===== src/include/power_mode_defs.svh =====
// constants for the converter power-mode sequencer
// Summary of operation
// - normal mode keeps analog powered between conversions
// - light sleep at conversion end, pin high
// - light sleep lowers power during acquisition
// - pin falling edge starts light sleep wake
// - deep sleep entered on next pin rise in normal mode
// - deep sleep: analog off, interface and registers kept
// - ready output high while in deep sleep
// - clearing deep-sleep bit drives ready high
`ifndef POWER_MODE_DEFS_SVH
`define POWER_MODE_DEFS_SVH
`define UNLOCK_ADDR       8'h05
`define UNLOCK_VALUE      8'h69
`define PWRCTL_ADDR       8'h04
`define LIGHT_SLEEP_POS   1
`define DEEP_SLEEP_POS    0
`define PWRCTL_RESET      2'h0
`define WAKE_CNT_W        32
`define LIGHT_WAKE_NS     1000
`define DEEP_PWRUP_NS     10000000
`define CLK_PERIOD_NS     25
`endif


===== src/include/power_mode_pkg.sv =====
// types for the converter power-mode sequencer
package power_mode_pkg;
  typedef enum logic [2:0] {
    st_normal, st_convert, st_light_sleep, st_light_wake, st_deep_sleep, st_deep_wake
  } power_state_e;
  // register write strobe with address and data
  typedef struct packed {
    logic       valid;
    logic [7:0] addr;
    logic [7:0] data;
  } reg_write_s;
endpackage


===== src/core/power_mode_control.sv =====
// power-mode sequencer: normal, light sleep and deep sleep
`timescale 1ns/1ps
`default_nettype none
`include "power_mode_defs.svh"
module power_mode_control #(
  // wake waits in clock cycles, rounded up so that a wait never ends early
  parameter int LIGHT_WAKE_CYC = (`LIGHT_WAKE_NS + `CLK_PERIOD_NS - 1) / `CLK_PERIOD_NS,
  parameter int DEEP_PWRUP_CYC = (`DEEP_PWRUP_NS + `CLK_PERIOD_NS - 1) / `CLK_PERIOD_NS
) (
  // clock and reset
  input  wire logic                       i_sys_clk,
  input  wire logic                       i_reset_n,
  // decoded register write from the serial interface (same clock)
  input  wire power_mode_pkg::reg_write_s i_reg_write,
  // start/select pin, asynchronous
  input  wire logic                       i_convert_start_select_pin,
  // conversion engine reports end of conversion (same clock)
  input  wire logic                       i_conversion_done,
  // power and status
  output logic                            o_analog_power_on,
  output logic                            o_acquisition_reduced_power,
  output logic                            o_ready_output,
  output logic                            o_start_conversion,
  output logic                            o_light_sleep_enable_bit,
  output logic                            o_deep_sleep_request_bit
);

  // true when a valid write strobe targets the given address
  function automatic logic write_hits(input power_mode_pkg::reg_write_s rw,
                                      input logic [7:0]                 addr);
    return rw.valid && (rw.addr == addr);
  endfunction

  // synchroniser and edge history for the pin
  logic                         pin_meta;             // first stage, may be metastable
  logic                         pin_sync;             // second stage, safe to read
  logic                         pin_prev;             // one cycle older, for edges
  logic                         rise;                 // pin went high
  logic                         fall;                 // pin went low

  // register state
  logic                         unlocked;             // key seen, single use
  logic                         next_unlocked;        // next key state
  logic [1:0]                   pwrctl;               // light-sleep and deep-sleep bits
  logic [1:0]                   next_pwrctl;          // next control bits
  logic                         hit_key;              // write to the unlock address
  logic                         hit_ctl;              // write to the control address

  // sequencer state
  power_mode_pkg::power_state_e state;                // current mode
  power_mode_pkg::power_state_e next_state;           // mode after this edge
  logic [`WAKE_CNT_W-1:0]       wait_cnt;             // wake countdown
  logic [`WAKE_CNT_W-1:0]       next_wait_cnt;        // next countdown value
  logic                         next_analog;          // next analog power level
  logic                         next_acquisition_low; // next reduced-power level
  logic                         next_ready;           // next ready level
  logic                         next_start;           // next start pulse

  // edges come only from the synchronised copies, never from the raw pin
  assign rise = pin_sync & ~pin_prev;
  assign fall = ~pin_sync & pin_prev;

  // address decode shared by the key and the control paths
  assign hit_key = write_hits(i_reg_write, `UNLOCK_ADDR);
  assign hit_ctl = write_hits(i_reg_write, `PWRCTL_ADDR);

  // two-flop synchroniser, then edge history
  // resets to the idle low level so no false edge follows reset
  always_ff @(posedge i_sys_clk or negedge i_reset_n) begin
    if (!i_reset_n) begin
      pin_meta <= 1'b0;
      pin_sync <= 1'b0;
      pin_prev <= 1'b0;
    end else begin
      pin_meta <= i_convert_start_select_pin;
      pin_sync <= pin_meta;
      pin_prev <= pin_sync;
    end
  end

  // unlock key and power-control register
  // a key of any other value relocks, so a stray write cannot leave the gate open
  always_comb begin
    next_unlocked = unlocked;
    next_pwrctl   = pwrctl;
    if (hit_key) begin
      // only the exact key opens the gate
      next_unlocked = (i_reg_write.data == `UNLOCK_VALUE);
    end else if (hit_ctl) begin
      // locked writes are dropped; one unlock allows one update
      if (unlocked) begin
        next_pwrctl = i_reg_write.data[1:0];
      end
      // the gate closes after every control write, taken or not
      next_unlocked = 1'b0;
    end
  end

  // key and control bits; only registering here
  always_ff @(posedge i_sys_clk or negedge i_reset_n) begin
    if (!i_reset_n) begin
      unlocked <= 1'b0;
      pwrctl   <= `PWRCTL_RESET;
    end else begin
      unlocked <= next_unlocked;
      pwrctl   <= next_pwrctl;
    end
  end

  // mode sequencer
  // the countdown runs down by itself and is only loaded on entry to a wake state
  always_comb begin
    next_state    = state;
    next_wait_cnt = (wait_cnt != 32'h0) ? wait_cnt - 32'h1 : 32'h0;
    next_start    = 1'b0;
    case (state)
      power_mode_pkg::st_normal: begin
        // deep sleep wins over a conversion when both are asked for
        if (rise && pwrctl[`DEEP_SLEEP_POS]) begin
          next_state = power_mode_pkg::st_deep_sleep;
        end else if (rise) begin
          // analog stays powered, so a conversion starts at once
          next_state = power_mode_pkg::st_convert;
          next_start = 1'b1;
        end
      end
      power_mode_pkg::st_convert: begin
        if (i_conversion_done) begin
          // light sleep only if the pin still stands high
          if (pwrctl[`LIGHT_SLEEP_POS] && pin_sync) begin
            next_state = power_mode_pkg::st_light_sleep;
          end else begin
            next_state = power_mode_pkg::st_normal;
          end
        end
      end
      power_mode_pkg::st_light_sleep: begin
        // stays asleep while the pin is high
        if (fall) begin
          next_state    = power_mode_pkg::st_light_wake;
          next_wait_cnt = 32'(LIGHT_WAKE_CYC);
        end
      end
      power_mode_pkg::st_light_wake: begin
        // a rise before the wake time is the host's fault; ignored
        if (wait_cnt == 32'h0) begin
          next_state = power_mode_pkg::st_normal;
        end
      end
      power_mode_pkg::st_deep_sleep: begin
        // register writes still land here, so the host can clear the bit
        if (!pwrctl[`DEEP_SLEEP_POS]) begin
          next_state    = power_mode_pkg::st_deep_wake;
          next_wait_cnt = 32'(DEEP_PWRUP_CYC);
        end
      end
      power_mode_pkg::st_deep_wake: begin
        // pin edges are ignored until the power-up wait is over
        if (wait_cnt == 32'h0) begin
          next_state = power_mode_pkg::st_normal;
        end
      end
      default: begin
        // an illegal code falls back to normal, analog on
        next_state = power_mode_pkg::st_normal;
      end
    endcase
    // output levels follow the next state, so they change with the state
    next_analog          = (next_state != power_mode_pkg::st_deep_sleep);
    next_acquisition_low = (next_state == power_mode_pkg::st_light_sleep);
    next_ready           = (next_state == power_mode_pkg::st_normal)
                           || (next_state == power_mode_pkg::st_deep_sleep)
                           || (next_state == power_mode_pkg::st_deep_wake);
  end

  // sequencer state and registered outputs
  // every output comes straight from a flop, so no glitch reaches a pin
  always_ff @(posedge i_sys_clk or negedge i_reset_n) begin
    if (!i_reset_n) begin
      state                       <= power_mode_pkg::st_normal;
      wait_cnt                    <= 32'h0;
      o_analog_power_on           <= 1'b1;
      o_acquisition_reduced_power <= 1'b0;
      o_ready_output              <= 1'b1;
      o_start_conversion          <= 1'b0;
      o_light_sleep_enable_bit    <= 1'b0;
      o_deep_sleep_request_bit    <= 1'b0;
    end else begin
      state                       <= next_state;
      wait_cnt                    <= next_wait_cnt;
      o_analog_power_on           <= next_analog;
      o_acquisition_reduced_power <= next_acquisition_low;
      o_ready_output              <= next_ready;
      o_start_conversion          <= next_start;
      // bit outputs mirror the register in the same edge it is written
      o_light_sleep_enable_bit    <= next_pwrctl[`LIGHT_SLEEP_POS];
      o_deep_sleep_request_bit    <= next_pwrctl[`DEEP_SLEEP_POS];
    end
  end

  // limitation: deep sleep is entered only from normal mode; a request
  // made during a conversion or a light-sleep phase waits for the next
  // rise of the pin after the sequencer is back in normal mode.
  // trade-off: one shared countdown serves both wake waits, since the two
  // wake states can never be active at the same time.
  // the countdown is wide enough for the longest power-up wait at this clock.
endmodule
`default_nettype wire


===== config.mk =====
export PLATFORM = sky130hd
export DESIGN_NAME = power_mode_control
export DESIGN_NICKNAME = d
export VERILOG_FILES = /design/src/include/power_mode_pkg.sv /design/src/core/power_mode_control.sv
export VERILOG_INCLUDE_DIRS = /design/src /design/src/include
export SDC_FILE = /design/constraint.sdc
export NUM_CORES = 1
export LEC_CHECK = 0
export ABC_AREA = 1
export BUFFER_PORTS_ARGS = -buffer_cell sky130_fd_sc_hd__buf_2
export CORE_MARGIN = 10
export CORE_UTILIZATION = 45
export DETAILED_ROUTE_END_ITERATION = 6
export PLACE_DENSITY_LB_ADDON = 0.12
export REMOVE_ABC_BUFFERS = 1
export SLEW_MARGIN = 25
export SYNTH_ARGS = -nofsm -noshare
export SYNTH_HDL_FRONTEND = slang
export SYNTH_SLANG_ARGS = --single-unit

===== constraint.sdc =====
create_clock -name i_sys_clk -period 2.2 [get_ports i_sys_clk]
set_clock_uncertainty 0.2 [all_clocks]
set_input_delay 0.44 -clock i_sys_clk [delete_from_list [all_inputs] [get_ports i_sys_clk]]
set_output_delay 0.44 -clock i_sys_clk [all_outputs]
set_load 0.01 [all_outputs]

==> results.py, run 1 <==
metrics = {
    "place": {
        "portBuffers": 26,
        "place_congestion": 0.884,
        "place_ws_ns": 0.229,
        "hpwl_um": 4580,
    },
    "final_layout": {
        "area_growth_pct": 12.0,
        "num_antenna_cells": 0,
        "finalNetCount": 399,
        "seq_area_um2": 1130,
        "top_regs": "wait_cnt: 32 flops, state: 3 flops",
        "fill_cells": 569,
        "final_layout_size_suffix_gt1_frac": 0.244,
        "multi_input_area_um2": 1290,
        "top_register": "wait_cnt",
        "largest_register_ffs": 32,
    },
    "setup_path": {
        "crit_type": "reg -> reg",
        "slowest_stage": "dfrtp_1",
        "cp_data_arrival_time_ns": 1.98,
        "cp.required_ns": 2.21,
        "r2r_setup_slack_ns": 0.22,
        "r2r_start": "wait_cnt[0]$_DFF_PN0_",
        "crit_path_max_incr_delay_ns": 0.35,
        "r2r_end": "wait_cnt[29]$_DFF_PN0_",
        "worstPathCellList": "inv_1 > ha_1 > nand3_1 > nor2_1 > nand2_1 > nor2_2 > nor2_4 > inv_2 > nor3_1",
        "worst-r2r-cell-count": 9,
        "cp_max_fo": 11,
        "crit_path_end_kind": "flip-flop",
        "worstSetupStartpointType": "flip-flop",
        "critPathTopFamily": "simple AND/OR/NAND/NOR gates",
        "worst-path-buf-inv": 2,
    },
    "sta": {
        "fin_crit_sh": 0.898,
        "slew_headroom": 0.616,
        "tightest_slew_ns": 0.575,
        "rsz0062_at_grt": "no",
        "fin_setup_tns_ns": 0,
        "hold_violations": 0,
        "drv_slew": 0,
        "holdWs_ns": 0.0222,
        "min_period_ns": 1.98,
        "worst_slack_ns": 0.224,
        "max_freq_mhz": 506,
        "finalSetupViolations": 0,
    },
    "power_and_ir_drop": {
        "ir_drop_mv": 0.545,
        "pwr-share-seq": 0.403,
        "p_int_w": 0.00174,
        "p_sw_frac": 0.400,
        "powerDensity_nw_per_um2": 980,
        "switchingPower_w": 0.00116,
        "power_leakage_nw": 1.40,
        "combinationalPowerShare": 0.381,
        "clkPwrFrac": 0.217,
    },
    "routing": {
        "dr_total_vias": 2159,
        "first_iter_violations": 85,
        "routed_via_density": 4.81,
        "routed_wl_um": 5830,
        "postRouteAntennaNets": 0,
        "route.detailed.drc": 0,
        "drt_first_pass_iters": 4,
        "post_drt_wl_per_cell_um": 13.0,
    },
    "logic_synthesis": {
        "ys_seq_elements": 45,
        "synth.distinct_cells": 30,
        "yosysMostFrequentCell": "nand2_1",
        "synth_top_area_cell": "dfrtp_1",
        "synth_top_area_share": 0.407,
        "synth_edf_count": 0,
        "synthAdderAreaFrac": 0.00946,
        "ys_warn_count": 0,
        "synth_common_cells": "nand2_1 (70), nor2_1 (64), inv_1 (45)",
        "synth_xor_area_frac": 0.0364,
        "synth_cells": 344,
        "synth-async-reset-ratio": 1.00,
        "synth_compound_area_frac": 0.0960,
        "synthSimpleGateAreaFrac": 0.348,
        "seq_area_frac_synth": 0.427,
        "ys_top_cells_by_area": "dfrtp_1 (41%), nand2_1 (9.9%), nor2_1 (9.1%)",
        "ys.flop_type": "dfrtp_1",
        "synth_top_family_by_area": "simple AND/OR/NAND/NOR gates",
        "syn-cell-area_um2": 2650,
        "synthMuxAreaShare": 0,
        "avgSynthCellArea_um2": 7.69,
    },
    "global_routing": {
        "grt_max_degree": 46,
        "use_met1": 0.164,
        "use_met2": 0.199,
        "grt_pass1_wl_um": 10000,
        "grt_usage": 0.125,
        "antenna_found_initial": 0,
        "grt.busiest_layer": "met2",
        "grt_pass1_vias": 2126,
        "use_met3": 0.0241,
        "overflow": 0,
    },
    "clock_network": {
        "clk_pin_slew_worst_paths_ns": 0.09,
        "post_cts_resized": 0,
        "clk_latency_ns": 0.30,
        "cts_sinks": 45,
        "cts_hold_buffers": 0,
        "cts_tree": "built",
        "cts_buffer_depth": 2,
        "htreeDepth": 2,
        "post_cts_buffers": 0,
        "cts_buffers": 5,
        "root_buffer": "clkbuf_8",
    },
    "worst_hold_path": {
        "hold_path.class": "in -> async",
    },
    "outcome": {
        "status": "complete, no violations",
    },
    "floorplan": {
        "die_area_um2": 9340,
        "die_x_um": 96.7,
        "fp.dieH_um": 96.7,
        "rows": 27,
        "start_util": 0.472,
        "core-area_um2": 5610,
        "io_pins": 27,
    },
    "flow_run": {
        "drv_cap": 0,
    },
}
## worst max path at each step
stage	start	end	depth (start not counted)
floorplan	wait_cnt[0]$_DFF_PN0_	wait_cnt[24]$_DFF_PN0_	9
finish	wait_cnt[0]$_DFF_PN0_	wait_cnt[29]$_DFF_PN0_	9
global placement	wait_cnt[0]$_DFF_PN0_	wait_cnt[29]$_DFF_PN0_	9
detailed placement	wait_cnt[0]$_DFF_PN0_	wait_cnt[29]$_DFF_PN0_	9
CTS	wait_cnt[0]$_DFF_PN0_	wait_cnt[29]$_DFF_PN0_	9
global route	wait_cnt[0]$_DFF_PN0_	wait_cnt[26]$_DFF_PN0_	9
## stage by stage
stage                util  total power [W]  std cells  cell area [um^2]
floorplan               -          0.00203        342              2620
global placement    0.508          0.00228        441              2850
detailed placement  0.508          0.00229        441              2850
CTS                 0.528          0.00293        449              2960
global route        0.528          0.00316        449              2960
finish              0.528          0.00290        449              2960
## routing by layer
metal  wire length (um)  part of all wire  vias up
met1               2770              0.48      975
met5                  0                 0        -
met3                183             0.031        4
li1                   -                 -     1136
met2               2830              0.49       44
met4                 43            0.0074        0
## area by class of cell
| class | count | area share |
|---|---|---|
| flip-flops and latches | 45 | 0.381 |
| multi-input cells | 244 | 0.437 |
| repair buffers | 27 | 0.0465 |
| clock inverters | 2 | 0.0131 |
| clock buffers | 6 | 0.0245 |
| inverters | 53 | 0.0672 |
| well taps | 72 | 0.0304 |
## power groups by stage
stage / clock network (W) / logic, W / registers (W)
after floorplan: 0 / 0.000872 / 0.00116
after global placement: 0 / 0.00110 / 0.00118
after detailed placement: 0 / 0.00111 / 0.00118
after CTS: 0.000648 / 0.00111 / 0.00117
after global routing: 0.000686 / 0.00128 / 0.00120
final: 0.000628 / 0.00111 / 0.00117
## worst register-to-register path: cells and delay by family (launching register included)
| kind | cells | cell delay (ns) |
|---|---|---|
| fa+ha+maj | 1 | 0.24 |
| buf+inv | 2 | 0.26 |
| simple gates | 6 | 0.84 |
| flops | 1 | 0.35 |
## logic make-up (layout without fill, tap and decap cells)
kind of cell,after synthesis,after routing
compound gates,37,37
xor+xnor,11,11
fa+ha+maj,2,2
buf+inv,55,88
flops,45,45
simple gates,194,194
## cells in the final DEF, fill, tap and decap left out, types with 2 or more instances in the layout
cell,synthesis,layout
nand4_1,6,6
o21ai_0,9,9
nand2_1,70,70
nor4_1,3,3
inv_1,45,45
inv_2,8,8
buf_2,0,26
nor2_4,7,7
nor2_2,9,9
dfrtp_1,43,43
dfstp_2,2,2
nor2_1,64,64
ha_1,2,2
nand2_2,8,8
nand3_2,4,4
a21oi_1,7,7
o21ai_2,8,8
a21oi_2,8,8
nand3_1,12,12
nor3_1,5,5
xor2_1,7,7
xnor2_1,4,4
clkbuf_8,0,5
o21ai_1,2,2
nor3_2,3,3
No activity file was read; power rests on OpenSTA's default activity.
==> run 2: changes to the inputs <==
--- a/config.mk
+++ b/config.mk
@@ -15,2 +15,3 @@
 export REMOVE_ABC_BUFFERS = 1
+export SETUP_SLACK_MARGIN = 0.02
 export SLEW_MARGIN = 25
==> constraint.sdc (replaced) <==
create_clock -name i_sys_clk -period 2.2 [get_ports i_sys_clk]
set_clock_uncertainty 0.2 [all_clocks]
set_input_delay 0.11 -clock i_sys_clk [delete_from_list [all_inputs] [get_ports i_sys_clk]]
set_output_delay 0.11 -clock i_sys_clk [all_outputs]
set_load 0.01 [all_outputs]
==> run 2 against run 1 <==
Net effect: wire length is essentially flat; via count grew 2.9%; total power shrank 3.6%; hold slack lost 0.013 ns.
==> results.py, run 2 (same netlist as run 1, synthesis figures left out) <==
metrics = {
    "final_layout": {
        "finalNetCount": 411,
        "top_register": "wait_cnt",
        "multi_input_area_um2": 1290,
        "seq_area_um2": 1130,
        "final_layout_size_suffix_gt1_frac": 0.239,
        "area_growth_pct": 15.4,
        "layout_common_cells": "nand2_1 (70), nor2_1 (64), inv_1 (45)",
        "top_regs": "wait_cnt: 32 flops, state: 3 flops",
        "largest_register_ffs": 32,
        "layout_commonest_cell": "nand2_1",
        "num_antenna_cells": 0,
        "fill_cells": 550,
    },
    "clock_network": {
        "cts_sinks": 45,
        "clk_latency_ns": 0.30,
        "root_buffer": "clkbuf_8",
        "clk_pin_slew_worst_paths_ns": 0.08,
        "cts_buffers": 5,
        "cts_buffer_depth": 2,
        "cts_tree": "built",
        "htreeDepth": 2,
    },
    "setup_path": {
        "cp_max_fo": 5,
        "worstSetupStartpointType": "flip-flop",
        "crit_type": "reg -> reg",
        "cp.required_ns": 2.19,
        "crit_path_end_kind": "flip-flop",
        "cp_data_arrival_time_ns": 1.92,
    },
    "floorplan": {
        "rows": 27,
        "core-area_um2": 5610,
        "die_x_um": 96.7,
        "fp.dieH_um": 96.7,
        "io_pins": 27,
        "start_util": 0.472,
        "die_area_um2": 9340,
    },
    "global_routing": {
        "grt_pass1_vias": 2228,
        "grt_pass1_wl_um": 10500,
        "antenna_found_initial": 0,
        "overflow": 0,
        "grt_max_degree": 20,
        "grt_usage": 0.131,
    },
    "sta": {
        "slew_headroom": 0.690,
        "finalSetupViolations": 0,
        "min_period_ns": 1.93,
        "rsz0062_at_grt": "no",
        "fin_crit_sh": 0.877,
        "hold_violations": 0,
        "tightest_slew_ns": 0.464,
        "holdWs_ns": 0.00910,
        "fin_setup_tns_ns": 0,
        "max_freq_mhz": 518,
        "drv_slew": 0,
    },
    "power_and_ir_drop": {
        "power_leakage_nw": 1.45,
        "p_total_w": 0.00280,
        "ir_drop_mv": 0.638,
        "powerDensity_nw_per_um2": 916,
    },
    "routing": {
        "post_drt_wl_per_cell_um": 12.7,
        "route.detailed.drc": 0,
        "dr_total_vias": 2221,
        "drt_first_pass_iters": 4,
        "first_iter_violations": 107,
        "postRouteAntennaNets": 0,
        "routed_via_density": 4.82,
        "routed_wl_um": 5830,
    },
    "place": {
        "hpwl_um": 4570,
        "place_congestion": 0.884,
        "portBuffers": 26,
    },
    "worst_hold_path": {
        "hold_path.class": "in -> reg",
    },
    "outcome": {
        "status": "complete, no violations",
    },
    "flow_run": {
        "drv_cap": 0,
    },
}
==> run 2: metrics by stage <==
step	utilization	cells	setup WS [ns]	area (um^2)
3_3_place_gp	0.510	442	0.285	2860
5_1_grt	0.544	461	0.0740	3050
6_report	0.544	461	0.270	3050
2_1_floorplan	-	342	0.476	2620
3_5_place_dp	0.510	442	0.258	2860
4_1_cts	0.544	461	0.251	3050
==> run 2: repair_timing <==
item                       4_1_cts  5_1_grt
gates resized for setup          0        1
setup buffers                    0        0
hold buffers                    11        0
setup endpoints to repair        0        4
hold endpoints to repair        50        0
==> run 2: power breakdown <==
group / total (W) / internal [W] / leakage, nW / switching, W
clock network: 0.000496 / 0.000220 / 0.0450 / 0.000275
logic: 0.00114 / 0.000413 / 0.836 / 0.000723
registers: 0.00117 / 0.00100 / 0.566 / 0.000165
==> run 2: cell type report <==
class / instances / area share
Timing Repair Buffer: 39 / 0.0836
Clock buffer: 6 / 0.0238
Inverter: 53 / 0.0660
Multi-Input combinational cell: 244 / 0.424
Tap cell: 72 / 0.0295
Sequential cell: 45 / 0.370
Clock inverter: 2 / 0.00328
==> run 2: path summary, 6_finish.rpt <==
path                            cells past startpoint             startpoint                       end  slack (ns)
worst min-delay path                                4        i_reg_write[11]     pwrctl[0]$_DFFE_PN0P_       0.009
max in group asynchronous                           3              i_reset_n  o_ready_output$_DFF_PN1_        1.09
min in group asynchronous                           2              i_reset_n    wait_cnt[13]$_DFF_PN0_        0.09
worst max-delay path                                9  wait_cnt[0]$_DFF_PN0_    wait_cnt[24]$_DFF_PN0_        0.27
worst max register to register                      9  wait_cnt[0]$_DFF_PN0_    wait_cnt[24]$_DFF_PN0_        0.27
worst min register to register                      0     pin_meta$_DFF_PN0_        pin_sync$_DFF_PN0_        0.16
==> run 2: worst max-delay path, stage by stage (launching register included) <==
cell and delay (ns):
dfrtp_1 0.38, inv_1 0.11, ha_1 0.24, nand2_2 0.12
nor2_4 0.16, nand2_2 0.11, nor2_4 0.20, nand2_1 0.13
o21ai_2 0.14, a21oi_2 0.04
==> run 2: per-layer routing <==
metal / vias up / track usage / share of wire / routed length (um)
li1: 1155 / - / - / -
met1: 1021 / 0.165 / 0.48 / 2830
met2: 38 / 0.214 / 0.47 / 2730
met3: 7 / 0.0305 / 0.034 / 201
met4: 0 / 0.0406 / 0.013 / 73
met5: - / 0 / 0 / 0
==> run 3: changes to the inputs <==
ABC_AREA = not set   (was 1)
CORE_MARGIN = not set   (was 10)
CORE_UTILIZATION = 40   (was 45)
==> run 3 against run 2 <==
Net effect: the flow now finishes with violations (negative setup slack); combinational power up 11%; first-iteration DRC count up 15%; maximum frequency down 24%; clock power up 7.1%; design area down 1.4%; sequential share of layout area up 0.51 points; non-clock buffer count up 36; highest routed layer unchanged.
==> results.py, run 3 <==
metrics = {
    "logic_synthesis": {
        "seq_area_frac_synth": 0.512,
        "ys_warn_count": 0,
        "synth_top_area_cell": "dfrtp_1",
        "synthSimpleGateAreaFrac": 0.278,
        "synth.distinct_cells": 40,
        "synth_cells": 217,
        "synth_edf_count": 0,
        "ys.flop_type": "dfrtp_1",
        "synth_top_family_by_area": "simple AND/OR/NAND/NOR gates",
        "synth_common_cells": "dfrtp_1 (43), nor2_1 (30), xor2_1 (15)",
        "synthAdderAreaFrac": 0.0114,
        "syn-cell-area_um2": 2200,
        "synth_xor_area_frac": 0.115,
        "avgSynthCellArea_um2": 10.2,
        "ys_seq_elements": 45,
        "synth-async-reset-ratio": 1.00,
        "yosysMostFrequentCell": "dfrtp_1",
        "ys_top_cells_by_area": "dfrtp_1 (49%), xor2_1 (6.0%), xnor2_1 (5.6%)",
        "synth_top_area_share": 0.488,
        "synth_compound_area_frac": 0.0568,
        "synthMuxAreaShare": 0.0102,
    },
    "clock_network": {
        "clk_latency_ns": 0.30,
        "cts_sinks": 45,
        "root_buffer": "clkbuf_8",
        "cts_buffer_depth": 2,
        "htreeDepth": 2,
        "clk_pin_slew_worst_paths_ns": 0.08,
        "cts_buffers": 5,
        "cts_tree": "built",
    },
    "power_and_ir_drop": {
        "pwr-share-seq": 0.395,
        "p_sw_frac": 0.360,
        "p_int_w": 0.00190,
        "clkPwrFrac": 0.179,
        "power_leakage_nw": 1.32,
        "ir_drop_mv": 0.537,
        "powerDensity_nw_per_um2": 986,
        "switchingPower_w": 0.00107,
        "combinationalPowerShare": 0.426,
    },
    "floorplan": {
        "start_util": 0.424,
        "die_area_um2": 5810,
        "fp.dieH_um": 76.2,
        "die_x_um": 76.2,
        "io_pins": 27,
        "core-area_um2": 5200,
        "rows": 26,
    },
    "sta": {
        "min_period_ns": 2.54,
        "max_freq_mhz": 393,
        "drv_slew": 0,
        "hold_violations": 0,
        "rsz0062_at_grt": "yes",
        "slew_headroom": 0.722,
        "finalSetupViolations": 38,
        "worst_slack_ns": -0.344,
        "fin_crit_sh": 1.16,
        "holdWs_ns": 0.0331,
        "tightest_slew_ns": 0.418,
        "fin_setup_tns_ns": -11.57,
    },
    "global_routing": {
        "grt_pass1_wl_um": 8530,
        "grt_max_degree": 25,
        "grt_pass1_vias": 1802,
        "antenna_found_initial": 0,
        "grt_usage": 0.184,
        "overflow": 0,
    },
    "final_layout": {
        "area_growth_pct": 36.6,
        "layout_commonest_cell": "dfrtp_1",
        "top_regs": "wait_cnt: 32 flops, state: 3 flops",
        "largest_register_ffs": 32,
        "top_register": "wait_cnt",
        "layout_common_cells": "dfrtp_1 (43), buf_4 (36), buf_2 (26)",
        "num_antenna_cells": 0,
        "final_layout_size_suffix_gt1_frac": 0.330,
        "fill_cells": 490,
        "finalNetCount": 316,
    },
    "routing": {
        "first_iter_violations": 123,
        "dr_total_vias": 1843,
        "route.detailed.drc": 0,
        "routed_wl_um": 5180,
        "postRouteAntennaNets": 0,
        "post_drt_wl_per_cell_um": 14.2,
        "drt_first_pass_iters": 4,
        "routed_via_density": 5.06,
    },
    "setup_path": {
        "crit_path_max_incr_delay_ns": 0.58,
        "worst-path-buf-inv": 1,
        "cpMostUsedCell": "or4_4",
        "slowest_stage": "or4_4",
        "crit_type": "reg -> reg",
        "critPathTopFamily": "simple AND/OR/NAND/NOR gates",
        "worstSetupStartpointType": "flip-flop",
        "cp_max_fo": 6,
        "cp.required_ns": 2.19,
        "worstPathCellList": "or4_4 > or4_4 > or3_4 > nand2_4 > clkbuf_16 > nor2_2",
        "crit_path_end_kind": "flip-flop",
        "cp_data_arrival_time_ns": 2.53,
    },
    "place": {
        "portBuffers": 26,
        "place_congestion": 0.851,
        "hpwl_um": 3470,
    },
    "flow_run": {
        "drv_cap": 0,
    },
    "worst_hold_path": {
        "hold_path.class": "in -> reg",
    },
    "outcome": {
        "violations": "negative setup slack",
        "status": "finished with violations",
    },
}
run 3: cell count changes in the layout (fill, tap and decap cells not counted), sizes merged, moves of 9 or more:
cell and change:
a21oi -12, buf +36, inv -50, nand2 -66
nand3 -11, nor2 -50, o21ai -9, xnor2 +10
run 3: power groups by stage:
stage / sequential [W] / clock (W) / combinational (W)
6_report: 0.00117 / 0.000531 / 0.00127
3_5_place_dp: 0.00118 / 0 / 0.00102
2_1_floorplan: 0.00118 / 0 / 0.000579
3_3_place_gp: 0.00118 / 0 / 0.00102
4_1_cts: 0.00117 / 0.000556 / 0.00108
5_1_grt: 0.00120 / 0.000575 / 0.00139
run 3: final cells by class:
cell class / instances / area (um^2) / area share
Tap cell: 70 / 87.6 / 0.0291
Inverter: 3 / 11.3 / 0.00374
Timing Repair Buffer: 75 / 561 / 0.186
Multi-Input combinational cell: 163 / 1130 / 0.376
Clock buffer: 8 / 90.1 / 0.0299
Sequential cell: 45 / 1130 / 0.375
run 3: path summary, 6_finish.rpt:
path | start | to | slack, ns | depth (start not counted)
setup / recovery | wait_cnt[18]$_DFF_PN0_ | wait_cnt[24]$_DFF_PN0_ | -0.34 | 6
hold / removal | i_reg_write[8] | o_light_sleep_enable_bit$_DFFE_PN0P_ | 0.03 | 3
setup reg to reg | wait_cnt[18]$_DFF_PN0_ | wait_cnt[24]$_DFF_PN0_ | -0.34 | 6
hold reg to reg | pin_meta$_DFF_PN0_ | pin_sync$_DFF_PN0_ | 0.15 | 0
max in group asynchronous | i_reset_n | wait_cnt[4]$_DFF_PN0_ | 1.17 | 3
min in group asynchronous | i_reset_n | wait_cnt[11]$_DFF_PN0_ | 0.07 | 2
run 3: metrics by stage:
stage / total power, W / utilization / setup slack, ns / cell area (um^2) / cells
after global placement: 0.00220 / 0.513 / -0.366 / 2670 / 342
after CTS: 0.00281 / 0.557 / -0.341 / 2900 / 361
after global routing: 0.00317 / 0.579 / -0.400 / 3010 / 364
after detailed placement: 0.00220 / 0.513 / -0.395 / 2670 / 342
final: 0.00297 / 0.579 / -0.344 / 3010 / 364
after floorplan: 0.00176 / - / -0.440 / 2180 / 211
run 3: logic make-up after synthesis:
kind of cell	after synthesis
multiplexers	2
flip-flops	45
adder cells (fa/ha/maj)	2
AO/OA/AOI/OAI	21
AND/OR/NAND/NOR	109
XOR/XNOR	29
buffers and inverters	9
run 3: tightest hold or removal path, delay by kind of cell:
kind | cells | cell delay [ns]
buf+inv | 1 | 0.09
mux | 1 | 0.16
simple gates | 1 | 0.14
run 3: per-layer routing:
layer | up-vias | share of wire | global-route usage
met5 | - | 0 | 0
met4 | 0 | 0.0098 | 0.0462
met2 | 17 | 0.45 | 0.283
li1 | 925 | - | -
met1 | 895 | 0.53 | 0.267
met3 | 6 | 0.018 | 0.0323
run 3: repair_timing:
action / CTS / global route
resized for setup: 8 / 17
endpoints found under the setup margin: 38 / 38
hold buffers: 10 / 0
pin swaps: 6 / 6
endpoints found under the hold margin: 49 / 0
gates cloned: 0 / 2
setup buffers: 1 / 1
